**config.mk**
```make
export PLATFORM = sky130hd
export DESIGN_NAME = icp_timer
export DESIGN_NICKNAME = d
export VERILOG_FILES = /design/src/logic/icp_pkg.sv /design/src/logic/icp_timer.sv
export SDC_FILE = /design/constraint.sdc
export NUM_CORES = 1
export LEC_CHECK = 0
export BUFFER_PORTS_ARGS = -buffer_cell sky130_fd_sc_hd__buf_2
export CORE_MARGIN = 4
export CORE_UTILIZATION = 43
export CTS_CLUSTER_SIZE = 12
export DETAILED_ROUTE_END_ITERATION = 8
export SLEW_MARGIN = 10
export SYNTH_ARGS = -nofsm -noshare
export SYNTH_HDL_FRONTEND = slang
export SYNTH_SLANG_ARGS = --single-unit
export TNS_END_PERCENT = 5
```
**constraint.sdc**
```tcl
create_clock -name clk_in -period 2.9 [get_ports clk_in]
set_input_delay 0.58 -clock clk_in [delete_from_list [all_inputs] [get_ports clk_in]]
set_output_delay 0.58 -clock clk_in [all_outputs]
set_load 0.05 [all_outputs]
```
**src/logic/icp_pkg.sv**
```systemverilog
/*
  Shared constants for the infrared carrier and PWM compare timer:
  register offsets, field positions, reset values and timing counts.
  Assumes a single 25 MHz system clock and a word-per-register plain port.
*/
package icp_pkg;

  ////////////////////////////////////////////////////////////////////////
  // Register offsets (byte addresses, one word each)
  localparam logic [7:0] ICP_OFS_CTRL = 8'h00;
  localparam logic [7:0] ICP_OFS_CMP0 = 8'h04;
  localparam logic [7:0] ICP_OFS_CMP1 = 8'h08;
  localparam logic [7:0] ICP_OFS_CARRIER_CTRL = 8'h0c;
  localparam logic [7:0] ICP_OFS_STATUS = 8'h10;

  ////////////////////////////////////////////////////////////////////////
  // Control register fields
  localparam int ICP_CTRL_RUN_BIT = 0;
  localparam int ICP_CTRL_CARRIER_BIT = 1;
  localparam int ICP_CTRL_CKSEL_LSB = 2;
  localparam int ICP_CKSEL_W = 3;
  localparam logic [7:0] ICP_CTRL_RESET = 8'h00;

  // Carrier control register fields
  localparam int ICP_CC_STAGING_BIT = 0;
  localparam int ICP_CC_ACTIVE_BIT = 1;
  localparam int ICP_CC_REMOTE_BIT = 2;

  // Status register fields
  localparam int ICP_ST_COUNT_LSB = 0;
  localparam int ICP_ST_OUT_BIT = 8;
  localparam int ICP_ST_PEND_BIT = 9;

  ////////////////////////////////////////////////////////////////////////
  // Compare reset values
  localparam logic [7:0] ICP_CMP0_RESET = 8'h00;
  localparam logic [7:0] ICP_CMP1_RESET = 8'h00;

  // Count clocks a new duty or high-width value must age before transfer
  localparam logic [1:0] ICP_CMP1_AGE = 2'h3;

  // Prescaler width for the count clock select
  localparam int ICP_PRESC_W = 7;

endpackage : icp_pkg

```
**src/logic/icp_timer.sv**
```systemverilog
/*
  Eight-bit compare timer with PWM mode and infrared carrier generator mode.
  Registers are reached over a plain port with one-cycle strobes and read
  data in the following cycle. The partner timer event input is taken as
  synchronous to clk_in and is re-timed onto the selected count clock.
*/
// The implementer's own choices: the plain strobed port and the address map.
// Contract
// - PWM start swallows one count clock, output held inactive meanwhile.
// - Duty writes while running are latched; transfer only on old duty match.
// - Latched duty transfers only after three count clocks since the write.
// - PWM period match clears counter, drives output active, raises interrupt.
// - PWM duty match drives output inactive, no clear, no interrupt.
// - Clearing run drops the interrupt and forces PWM output inactive.
// - Carrier mode: low-width compare sets low time, high-width sets high time.
// - Output low, high, or carrier per level bit and remote enable.
// - Output level uses staging bit (read/write) and read-only active bit.
// - Partner event is re-timed to the count clock as a transfer strobe.
// - Staging copies to active on second count clock after strobe rise.
// - Carrier starts with low-width compare; each match clears, interrupts, alternates.
// - Carrier appears on the output pin only while the active bit is high.
// - Carrier period is N+M+2 count clocks, high time M+1.
// - New high-width value takes effect only after three count clocks.
// - Active bit falling mid high phase keeps output high until phase ends.
module icp_timer import icp_pkg::*; #(
  parameter int ADDR_W = 8,
  parameter int DATA_W = 16,
  parameter bit CARRIER_EN = 1'b1
) (
  // Clock and reset
  input wire logic clk_in,
  input wire logic rst_in,
  // Register port
  input wire logic [ADDR_W-1:0] addr_in,
  input wire logic [DATA_W-1:0] wdata_in,
  input wire logic wr_in,
  input wire logic rd_in,
  output logic [DATA_W-1:0] rdata_out,
  // Partner timer
  input wire logic partner_timer_event_in,
  // Timer results
  output logic timer_output_out,
  output logic compare_match_irq_out,
  output logic synced_transfer_strobe_out
);

  logic [7:0] ctrl_r;
  logic [7:0] period_compare_r;
  logic [7:0] duty_compare_r;
  logic [7:0] duty_latch_r;
  logic duty_pend_r;
  logic [1:0] duty_age_r;
  logic output_level_staging_r;
  logic output_level_active_r;
  logic remote_output_enable_r;
  logic [ICP_PRESC_W-1:0] presc_r;
  logic cnt_en_r;
  logic [7:0] counter_r;
  logic [7:0] counter_nxt;
  logic sel_r;
  logic sel_nxt;
  logic lvl_r;
  logic lvl_nxt;
  logic started_r;
  logic started_nxt;
  logic irq_nxt;
  logic xfer_now;
  logic out_nxt;
  logic evt_prev_r;
  logic evt_pend_r;
  logic [1:0] xfer_sh_r;
  logic [DATA_W-1:0] rdata_r;
  logic run;
  logic carrier;
  logic [ICP_CKSEL_W-1:0] cksel;
  logic [ICP_PRESC_W-1:0] presc_mask;
  logic wr_cmp1;

  assign run = ctrl_r[ICP_CTRL_RUN_BIT];
  assign carrier = ctrl_r[ICP_CTRL_CARRIER_BIT] & CARRIER_EN;
  assign cksel = ctrl_r[ICP_CTRL_CKSEL_LSB +: ICP_CKSEL_W];
  assign wr_cmp1 = wr_in && (addr_in == ADDR_W'(ICP_OFS_CMP1));

  ////////////////////////////////////////////////////////////////////////
  // Count clock: one-cycle enable every 2**cksel system clocks
  assign presc_mask = ICP_PRESC_W'((8'h01 << cksel) - 8'h01);

  always_ff @(posedge clk_in or posedge rst_in) begin
    if (rst_in) begin
      presc_r <= '0;
      cnt_en_r <= 1'b0;
    end else begin
      presc_r <= presc_r + ICP_PRESC_W'(1);
      cnt_en_r <= ((presc_r & presc_mask) == presc_mask);
    end
  end

  ////////////////////////////////////////////////////////////////////////
  // Register writes
  always_ff @(posedge clk_in or posedge rst_in) begin
    if (rst_in) begin
      ctrl_r <= ICP_CTRL_RESET;
      period_compare_r <= ICP_CMP0_RESET;
      output_level_staging_r <= 1'b0;
      remote_output_enable_r <= 1'b0;
    end else if (wr_in) begin
      unique case (addr_in)
        ADDR_W'(ICP_OFS_CTRL): ctrl_r <= wdata_in[7:0];
        ADDR_W'(ICP_OFS_CMP0): period_compare_r <= wdata_in[7:0];
        ADDR_W'(ICP_OFS_CARRIER_CTRL): begin
          output_level_staging_r <= wdata_in[ICP_CC_STAGING_BIT];
          remote_output_enable_r <= wdata_in[ICP_CC_REMOTE_BIT];
        end
        default: ;
      endcase
    end
  end

  // Duty or high-width compare with write latch and age counter
  always_ff @(posedge clk_in or posedge rst_in) begin
    if (rst_in) begin
      duty_compare_r <= ICP_CMP1_RESET;
      duty_latch_r <= ICP_CMP1_RESET;
      duty_pend_r <= 1'b0;
      duty_age_r <= 2'h0;
    end else if (wr_cmp1) begin
      duty_latch_r <= wdata_in[7:0];
      duty_age_r <= 2'h0;
      duty_pend_r <= run;
      if (!run) begin
        duty_compare_r <= wdata_in[7:0];
      end
    end else if (xfer_now) begin
      duty_compare_r <= duty_latch_r;
      duty_pend_r <= 1'b0;
    end else if (cnt_en_r && duty_pend_r && duty_age_r != ICP_CMP1_AGE) begin
      duty_age_r <= duty_age_r + 2'h1;
    end
  end

  ////////////////////////////////////////////////////////////////////////
  // Counter, compare select and waveform level
  always_comb begin
    counter_nxt = counter_r;
    sel_nxt = sel_r;
    lvl_nxt = lvl_r;
    started_nxt = started_r;
    irq_nxt = 1'b0;
    xfer_now = 1'b0;
    if (!run) begin
      counter_nxt = 8'h00;
      sel_nxt = 1'b0;
      lvl_nxt = 1'b0;
      started_nxt = 1'b0;
    end else if (cnt_en_r) begin
      if (carrier) begin
        if (counter_r == (sel_r ? duty_compare_r : period_compare_r)) begin
          counter_nxt = 8'h00;
          sel_nxt = ~sel_r;
          lvl_nxt = ~lvl_r;
          irq_nxt = 1'b1;
          xfer_now = sel_r && duty_pend_r && duty_age_r == ICP_CMP1_AGE;
        end else begin
          counter_nxt = counter_r + 8'h01;
        end
      end else if (!started_r) begin
        started_nxt = 1'b1;
      end else if (!sel_r && counter_r == period_compare_r) begin
        counter_nxt = 8'h00;
        sel_nxt = 1'b1;
        lvl_nxt = 1'b1;
        irq_nxt = 1'b1;
      end else begin
        counter_nxt = counter_r + 8'h01;
        if (sel_r && counter_r == duty_compare_r) begin
          sel_nxt = 1'b0;
          lvl_nxt = 1'b0;
          xfer_now = duty_pend_r && duty_age_r == ICP_CMP1_AGE;
        end
      end
    end
  end

  always_ff @(posedge clk_in or posedge rst_in) begin
    if (rst_in) begin
      counter_r <= 8'h00;
      sel_r <= 1'b0;
      lvl_r <= 1'b0;
      started_r <= 1'b0;
      compare_match_irq_out <= 1'b0;
    end else begin
      counter_r <= counter_nxt;
      sel_r <= sel_nxt;
      lvl_r <= lvl_nxt;
      started_r <= started_nxt;
      compare_match_irq_out <= irq_nxt;
    end
  end

  ////////////////////////////////////////////////////////////////////////
  // Partner event re-timing and staging to active transfer
  always_ff @(posedge clk_in or posedge rst_in) begin
    if (rst_in) begin
      evt_prev_r <= 1'b0;
      evt_pend_r <= 1'b0;
      synced_transfer_strobe_out <= 1'b0;
      xfer_sh_r <= 2'h0;
      output_level_active_r <= 1'b0;
    end else begin
      evt_prev_r <= partner_timer_event_in;
      if (partner_timer_event_in && !evt_prev_r) begin
        evt_pend_r <= 1'b1;
      end else if (cnt_en_r) begin
        evt_pend_r <= 1'b0;
      end
      if (cnt_en_r) begin
        synced_transfer_strobe_out <= evt_pend_r;
        xfer_sh_r <= {xfer_sh_r[0], evt_pend_r & ~synced_transfer_strobe_out};
        if (xfer_sh_r[1]) begin
          output_level_active_r <= output_level_staging_r;
        end
      end
    end
  end

  ////////////////////////////////////////////////////////////////////////
  // Output pin
  always_comb begin
    if (!carrier) begin
      out_nxt = lvl_nxt;
    end else if (output_level_active_r) begin
      out_nxt = remote_output_enable_r ? lvl_nxt : 1'b1;
    end else begin
      out_nxt = timer_output_out & remote_output_enable_r & lvl_r & lvl_nxt;
    end
  end

  always_ff @(posedge clk_in or posedge rst_in) begin
    if (rst_in) begin
      timer_output_out <= 1'b0;
    end else begin
      timer_output_out <= out_nxt;
    end
  end

  ////////////////////////////////////////////////////////////////////////
  // Register reads, data valid only in the cycle after the strobe
  always_ff @(posedge clk_in or posedge rst_in) begin
    if (rst_in) begin
      rdata_r <= '0;
    end else begin
      rdata_r <= '0;
      if (rd_in) begin
        unique case (addr_in)
          ADDR_W'(ICP_OFS_CTRL): rdata_r <= DATA_W'(ctrl_r);
          ADDR_W'(ICP_OFS_CMP0): rdata_r <= DATA_W'(period_compare_r);
          ADDR_W'(ICP_OFS_CMP1): rdata_r <= DATA_W'(duty_pend_r ? duty_latch_r : duty_compare_r);
          ADDR_W'(ICP_OFS_CARRIER_CTRL): begin
            rdata_r[ICP_CC_STAGING_BIT] <= output_level_staging_r;
            rdata_r[ICP_CC_ACTIVE_BIT] <= output_level_active_r;
            rdata_r[ICP_CC_REMOTE_BIT] <= remote_output_enable_r;
          end
          ADDR_W'(ICP_OFS_STATUS): begin
            rdata_r[ICP_ST_COUNT_LSB +: 8] <= counter_r;
            rdata_r[ICP_ST_OUT_BIT] <= timer_output_out;
            rdata_r[ICP_ST_PEND_BIT] <= duty_pend_r;
          end
          default: ;
        endcase
      end
    end
  end

  assign rdata_out = rdata_r;

  ////////////////////////////////////////////////////////////////////////
  // Checks
  chk_pwm_swallow: assert property (@(posedge clk_in) disable iff (rst_in)
    (cnt_en_r && run && !carrier && !started_r && !wr_in) |=> (counter_r == 8'h00 && !timer_output_out))
    else $error("PWM start did not swallow a count clock");

  chk_duty_early_hold: assert property (@(posedge clk_in) disable iff (rst_in)
    (cnt_en_r && run && !carrier && started_r && sel_r && counter_r == duty_compare_r
     && duty_age_r != ICP_CMP1_AGE && !wr_cmp1) |=> duty_compare_r == $past(duty_compare_r))
    else $error("Duty value transferred too early");

  chk_period_match: assert property (@(posedge clk_in) disable iff (rst_in)
    (cnt_en_r && run && !carrier && started_r && !sel_r && counter_r == period_compare_r && !wr_in)
    |=> (counter_r == 8'h00 && timer_output_out && compare_match_irq_out))
    else $error("Period match effects missing");

  chk_duty_match: assert property (@(posedge clk_in) disable iff (rst_in)
    (cnt_en_r && run && !carrier && started_r && sel_r && counter_r == duty_compare_r && !wr_in)
    |=> (!timer_output_out && !compare_match_irq_out && counter_r == $past(counter_r) + 8'h01))
    else $error("Duty match effects wrong");

  chk_stop_idle: assert property (@(posedge clk_in) disable iff (rst_in)
    (!run && !carrier) |=> (!compare_match_irq_out && !timer_output_out))
    else $error("Stopped timer still active");

  chk_strobe_retime: assert property (@(posedge clk_in) disable iff (rst_in)
    (cnt_en_r && evt_pend_r) |=> synced_transfer_strobe_out)
    else $error("Pending event not turned into a transfer strobe");

  chk_active_load: assert property (@(posedge clk_in) disable iff (rst_in)
    (cnt_en_r && xfer_sh_r[1]) |=> output_level_active_r == $past(output_level_staging_r))
    else $error("Active bit not loaded from staging");

  chk_carrier_alt: assert property (@(posedge clk_in) disable iff (rst_in)
    (cnt_en_r && run && carrier && counter_r == (sel_r ? duty_compare_r : period_compare_r) && !wr_in)
    |=> (sel_r != $past(sel_r) && counter_r == 8'h00 && compare_match_irq_out))
    else $error("Carrier match did not alternate");

  chk_carrier_gate: assert property (@(posedge clk_in) disable iff (rst_in)
    (carrier && !output_level_active_r && !timer_output_out) |=> !timer_output_out)
    else $error("Carrier leaked with active bit low");

  chk_high_hold: assert property (@(posedge clk_in) disable iff (rst_in)
    (carrier && $fell(output_level_active_r) && timer_output_out && remote_output_enable_r && lvl_r && lvl_nxt)
    |=> timer_output_out)
    else $error("Carrier high phase cut short");

endmodule : icp_timer

```
==> impl_metrics.prom <==
# TYPE chip_impl_metric gauge
chip_impl_info{name="cts_tree",value="built"} 1
chip_impl_metric{name="gp_congestion",unit=""} 0.883
chip_impl_info{name="startpoint_type_of_the_worst_setup_path",value="flip-flop"} 1
chip_impl_metric{name="synthSimpleGateAreaFrac",unit="%"} 17.1
chip_impl_metric{name="drive_above_1_share",unit="%"} 19.1
chip_impl_metric{name="initial_utilization",unit="%"} 44.1
chip_impl_metric{name="rows",unit=""} 35
chip_impl_metric{name="n_antenna_cell",unit=""} 0
chip_impl_info{name="criticalPathCategory",value="reg -> reg"} 1
chip_impl_metric{name="filler_cell_count",unit=""} 878
chip_impl_metric{name="postSynthAreaPerCell",unit="um^2"} 9.92
chip_impl_info{name="grt_setup_unrepaired",value="false"} 1
chip_impl_metric{name="share_of_the_yosys_chip_area_belonging_to_registers",unit="%"} 45.4
chip_impl_metric{name="areaGrowthSynthToFinish",unit="%"} 11.2
chip_impl_metric{name="design.final.nets",unit=""} 475
chip_impl_metric{name="post_synth_xor_area_fraction",unit="%"} 7.70
chip_impl_metric{name="grt_remaining_overflow",unit=""} 0
chip_impl_metric{name="drtIter0Drc",unit=""} 208
chip_impl_metric{name="hold_violations",unit=""} 0
chip_impl_metric{name="synth_cell_types",unit=""} 62
chip_impl_metric{name="worst_clock_skew",unit="ps"} 10.9
chip_impl_metric{name="ys_async_sr_fraction",unit="%"} 100
chip_impl_metric{name="numPlacedInstances",unit=""} 560
chip_impl_metric{name="cts_repair_resize_count",unit=""} 0
chip_impl_metric{name="dieArea",unit="um^2"} 11100
chip_impl_info{name="synth.area.top_cells",value="dfrtp_1 45%, mux2_1 5.0%, nand2_1 4.4%"} 1
chip_impl_info{name="yosys.cell_count.top_type",value="dfrtp_1"} 1
chip_impl_metric{name="width_of_the_die",unit="um"} 105
chip_impl_metric{name="cp_data_arrival_time",unit="ps"} 2840
chip_impl_info{name="min-delay-path-class",value="in -> async"} 1
chip_impl_metric{name="max_clock_freq",unit="GHz"} 0.387
chip_impl_metric{name="number_of_warnings_printed_during_yosys_synthesis",unit=""} 0
chip_impl_metric{name="setup_viol",unit=""} 0
chip_impl_metric{name="tightestPinTransition",unit="ps"} 622
chip_impl_metric{name="grt_antenna_before_repair",unit=""} 0
chip_impl_info{name="synth_top_family_by_area",value="simple AND/OR/NAND/NOR gates"} 1
chip_impl_metric{name="routed_via_density",unit=""} 5.42
chip_impl_metric{name="vdd.ir_drop.worst",unit="mV"} 0.181
chip_impl_metric{name="post-synth-top-area-fraction",unit="%"} 45.4
chip_impl_info{name="postSynth.topFlopCell",value="dfrtp_1"} 1
chip_impl_info{name="cts_root_buffer",value="clkbuf_8"} 1
chip_impl_metric{name="ctsHtreeMaxLevel",unit=""} 3
chip_impl_metric{name="synth-edff-count",unit=""} 0
chip_impl_metric{name="antenna_violating_nets_post_route",unit=""} 0
chip_impl_metric{name="drtPass1Iterations",unit=""} 6
chip_impl_metric{name="vias",unit=""} 3115
chip_impl_metric{name="p_leak",unit="nW"} 2.05
chip_impl_metric{name="post-route-drc-count",unit=""} 0
chip_impl_metric{name="synth_adder_area_share",unit="%"} 1.23
chip_impl_metric{name="clk-insertion-delay-late",unit="ps"} 350
chip_impl_metric{name="port-buffer-count",unit=""} 33
chip_impl_metric{name="grt.total_usage",unit="%"} 18.3
chip_impl_metric{name="post_synth_mux_area_share",unit="%"} 8.35
chip_impl_metric{name="grt_first_pass_wirelength",unit="um"} 16000
chip_impl_metric{name="clock_path_buffers",unit=""} 2
chip_impl_metric{name="cellPowerDensity",unit="nW/um^2"} 487
chip_impl_info{name="yosysTopAreaCell",value="dfrtp_1"} 1
chip_impl_info{name="status",value="complete, no violations"} 1
chip_impl_metric{name="cts.clk_slew.worst_paths",unit="ps"} 80
chip_impl_metric{name="wirelength",unit="um"} 9580
chip_impl_metric{name="synth.ff_latch_count",unit=""} 74
chip_impl_metric{name="rr_worst_depth",unit=""} 6
chip_impl_metric{name="utilization_after_layout",unit="%"} 49.1
chip_impl_metric{name="post_cts_hold_buffer_count",unit=""} 0
chip_impl_metric{name="post-layout-total-power",unit="mW"} 2.21
chip_impl_metric{name="maximum_number_of_pins_on_one_net_before_global_route_repair",unit=""} 35
chip_impl_metric{name="cts.sinks",unit=""} 74
chip_impl_metric{name="netlist_area",unit="um^2"} 4080
chip_impl_metric{name="instances_no_fill",unit=""} 575
chip_impl_metric{name="timing.slew.headroom",unit="%"} 58.6
chip_impl_metric{name="timing_max_transition_violations_final",unit=""} 0
chip_impl_metric{name="synth_compound_gate_area_share",unit="%"} 13.8
chip_impl_metric{name="cap_viol_max_count",unit=""} 0
chip_impl_metric{name="cts_buffers",unit=""} 9
chip_impl_metric{name="core_area",unit="um^2"} 9240
chip_impl_info{name="setup.worst_path.end_class",value="flip-flop"} 1
chip_impl_metric{name="cts_post_setup_buffers_inserted",unit=""} 0
chip_impl_metric{name="post-route-min-period",unit="ps"} 2580
chip_impl_metric{name="syn-instance-count",unit=""} 411
chip_impl_metric{name="io_pins",unit=""} 48
chip_impl_metric{name="worst-endpoint-required",unit="ps"} 3160
chip_impl_metric{name="first_global_vias",unit=""} 3080
chip_impl_metric{name="period_utilization",unit="%"} 89.0
chip_impl_metric{name="die_h",unit="um"} 105
chip_impl_metric{name="path_max_fanout",unit=""} 10
chip_impl_metric{name="post_drt_wl_per_cell",unit="um"} 16.7
chip_impl_info{name="post_synth_most_frequent_cells",value="74 x dfrtp_1, 48 x nand2_1, 31 x nor2_1"} 1
chip_impl_metric{name="post-dp-hpwl",unit="um"} 7110
chip_impl_metric{name="fin_tns_setup",unit="ps"} 0
per-stage QoR:
stage | instance area (um^2) | hold WS (ps) | worst slack, ps
2_1_floorplan | 4100 | 410 | 438
3_3_place_gp | 4350 | 416 | 340
3_5_place_dp | 4350 | 435 | 312
4_1_cts | 4530 | 287 | 317
5_1_grt | 4530 | 319 | 161
6_report | 4530 | 274 | 319
final cells by class:
cell class | instances | area (um^2) | area share (%)
clock inverters | 5 | 56.3 | 1.24
flip-flops and latches | 74 | 1850 | 40.8
repair buffers | 44 | 260 | 5.74
clock buffers | 10 | 128 | 2.81
inverters | 24 | 90.1 | 1.99
well taps | 129 | 161 | 3.56
multi-input cells | 289 | 1990 | 43.8
flip-flops by register name (all words and copies together) (netlist names), 2 cells and up:
| name | flops |
|---|---|
| rdata_out | 10 |
| period_compare_r | 8 |
| duty_compare_r | 8 |
| duty_age_r | 2 |
| xfer_sh_r | 2 |
| presc_r | 7 |
| duty_latch_r | 8 |
| ctrl_r | 8 |
| counter_r | 8 |
worst max-delay path, cell delays in order, from the launching register on:
cell,delay [ps]
dfrtp_1,660
mux2i_1,270
xor2_1,210
or4b_4,520
nor3_4,270
o21ai_1,280
o221ai_1,260
cells by family (layout without fill, tap and decap cells):
family	after synthesis	in the layout
DFF	74	74
adders and majority gates	4	4
muxes	31	31
buffers and inverters	53	83
and+or+nand+nor	135	135
AOI/OAI and AO/OA	78	78
other	1	6
xor gates and xnor gates	35	35
routing by layer:
layer / vias up / GRT usage [%] / wire length, um
li1: 1490 / - / -
met1: 1534 / 25.7 / 4530
met2: 79 / 28.7 / 4540
met3: 12 / 3.67 / 397
met4: 0 / 5.15 / 110
met5: - / 0 / 0
power by group:
group	internal [mW]	switching, mW
combinational	0.108	0.162
clock	0.392	0.391
sequential	1.08	0.0709
total	1.58	0.624
layout by cell type (no fill, tap or decap), drive strengths merged, types with 2 or more instances in the layout:
master,count
o221ai,5
and3,10
a222oi,5
inv,24
xor2,19
a221oi,5
nand3b,3
a31o,2
conb,6
o211a,3
clkinv,3
xnor2,16
and2b,2
o211ai,8
nand3,11
clkbuf,10
nand4,4
nor2,31
nor4,5
o21ai,23
or3,4
a21oi,12
dfrtp,74
ha,4
o22ai,3
buf,44
mux2,24
nand2b,2
a22oi,3
nand2,50
mux2i,7
nor3,7
final timing paths:
path	from	slack, ps	endpoint
min	rst_in	270	evt_prev_r
min in group clk_in	partner_timer_event_in	350	evt_prev_r
max	sel_r	320	duty_compare_r[1]
min reg2reg	evt_prev_r	430	evt_pend_r
max in group asynchronous	rst_in	1970	counter_r[3]
max reg2reg	sel_r	320	duty_compare_r[1]
Power figures use the tool's default switching activity.
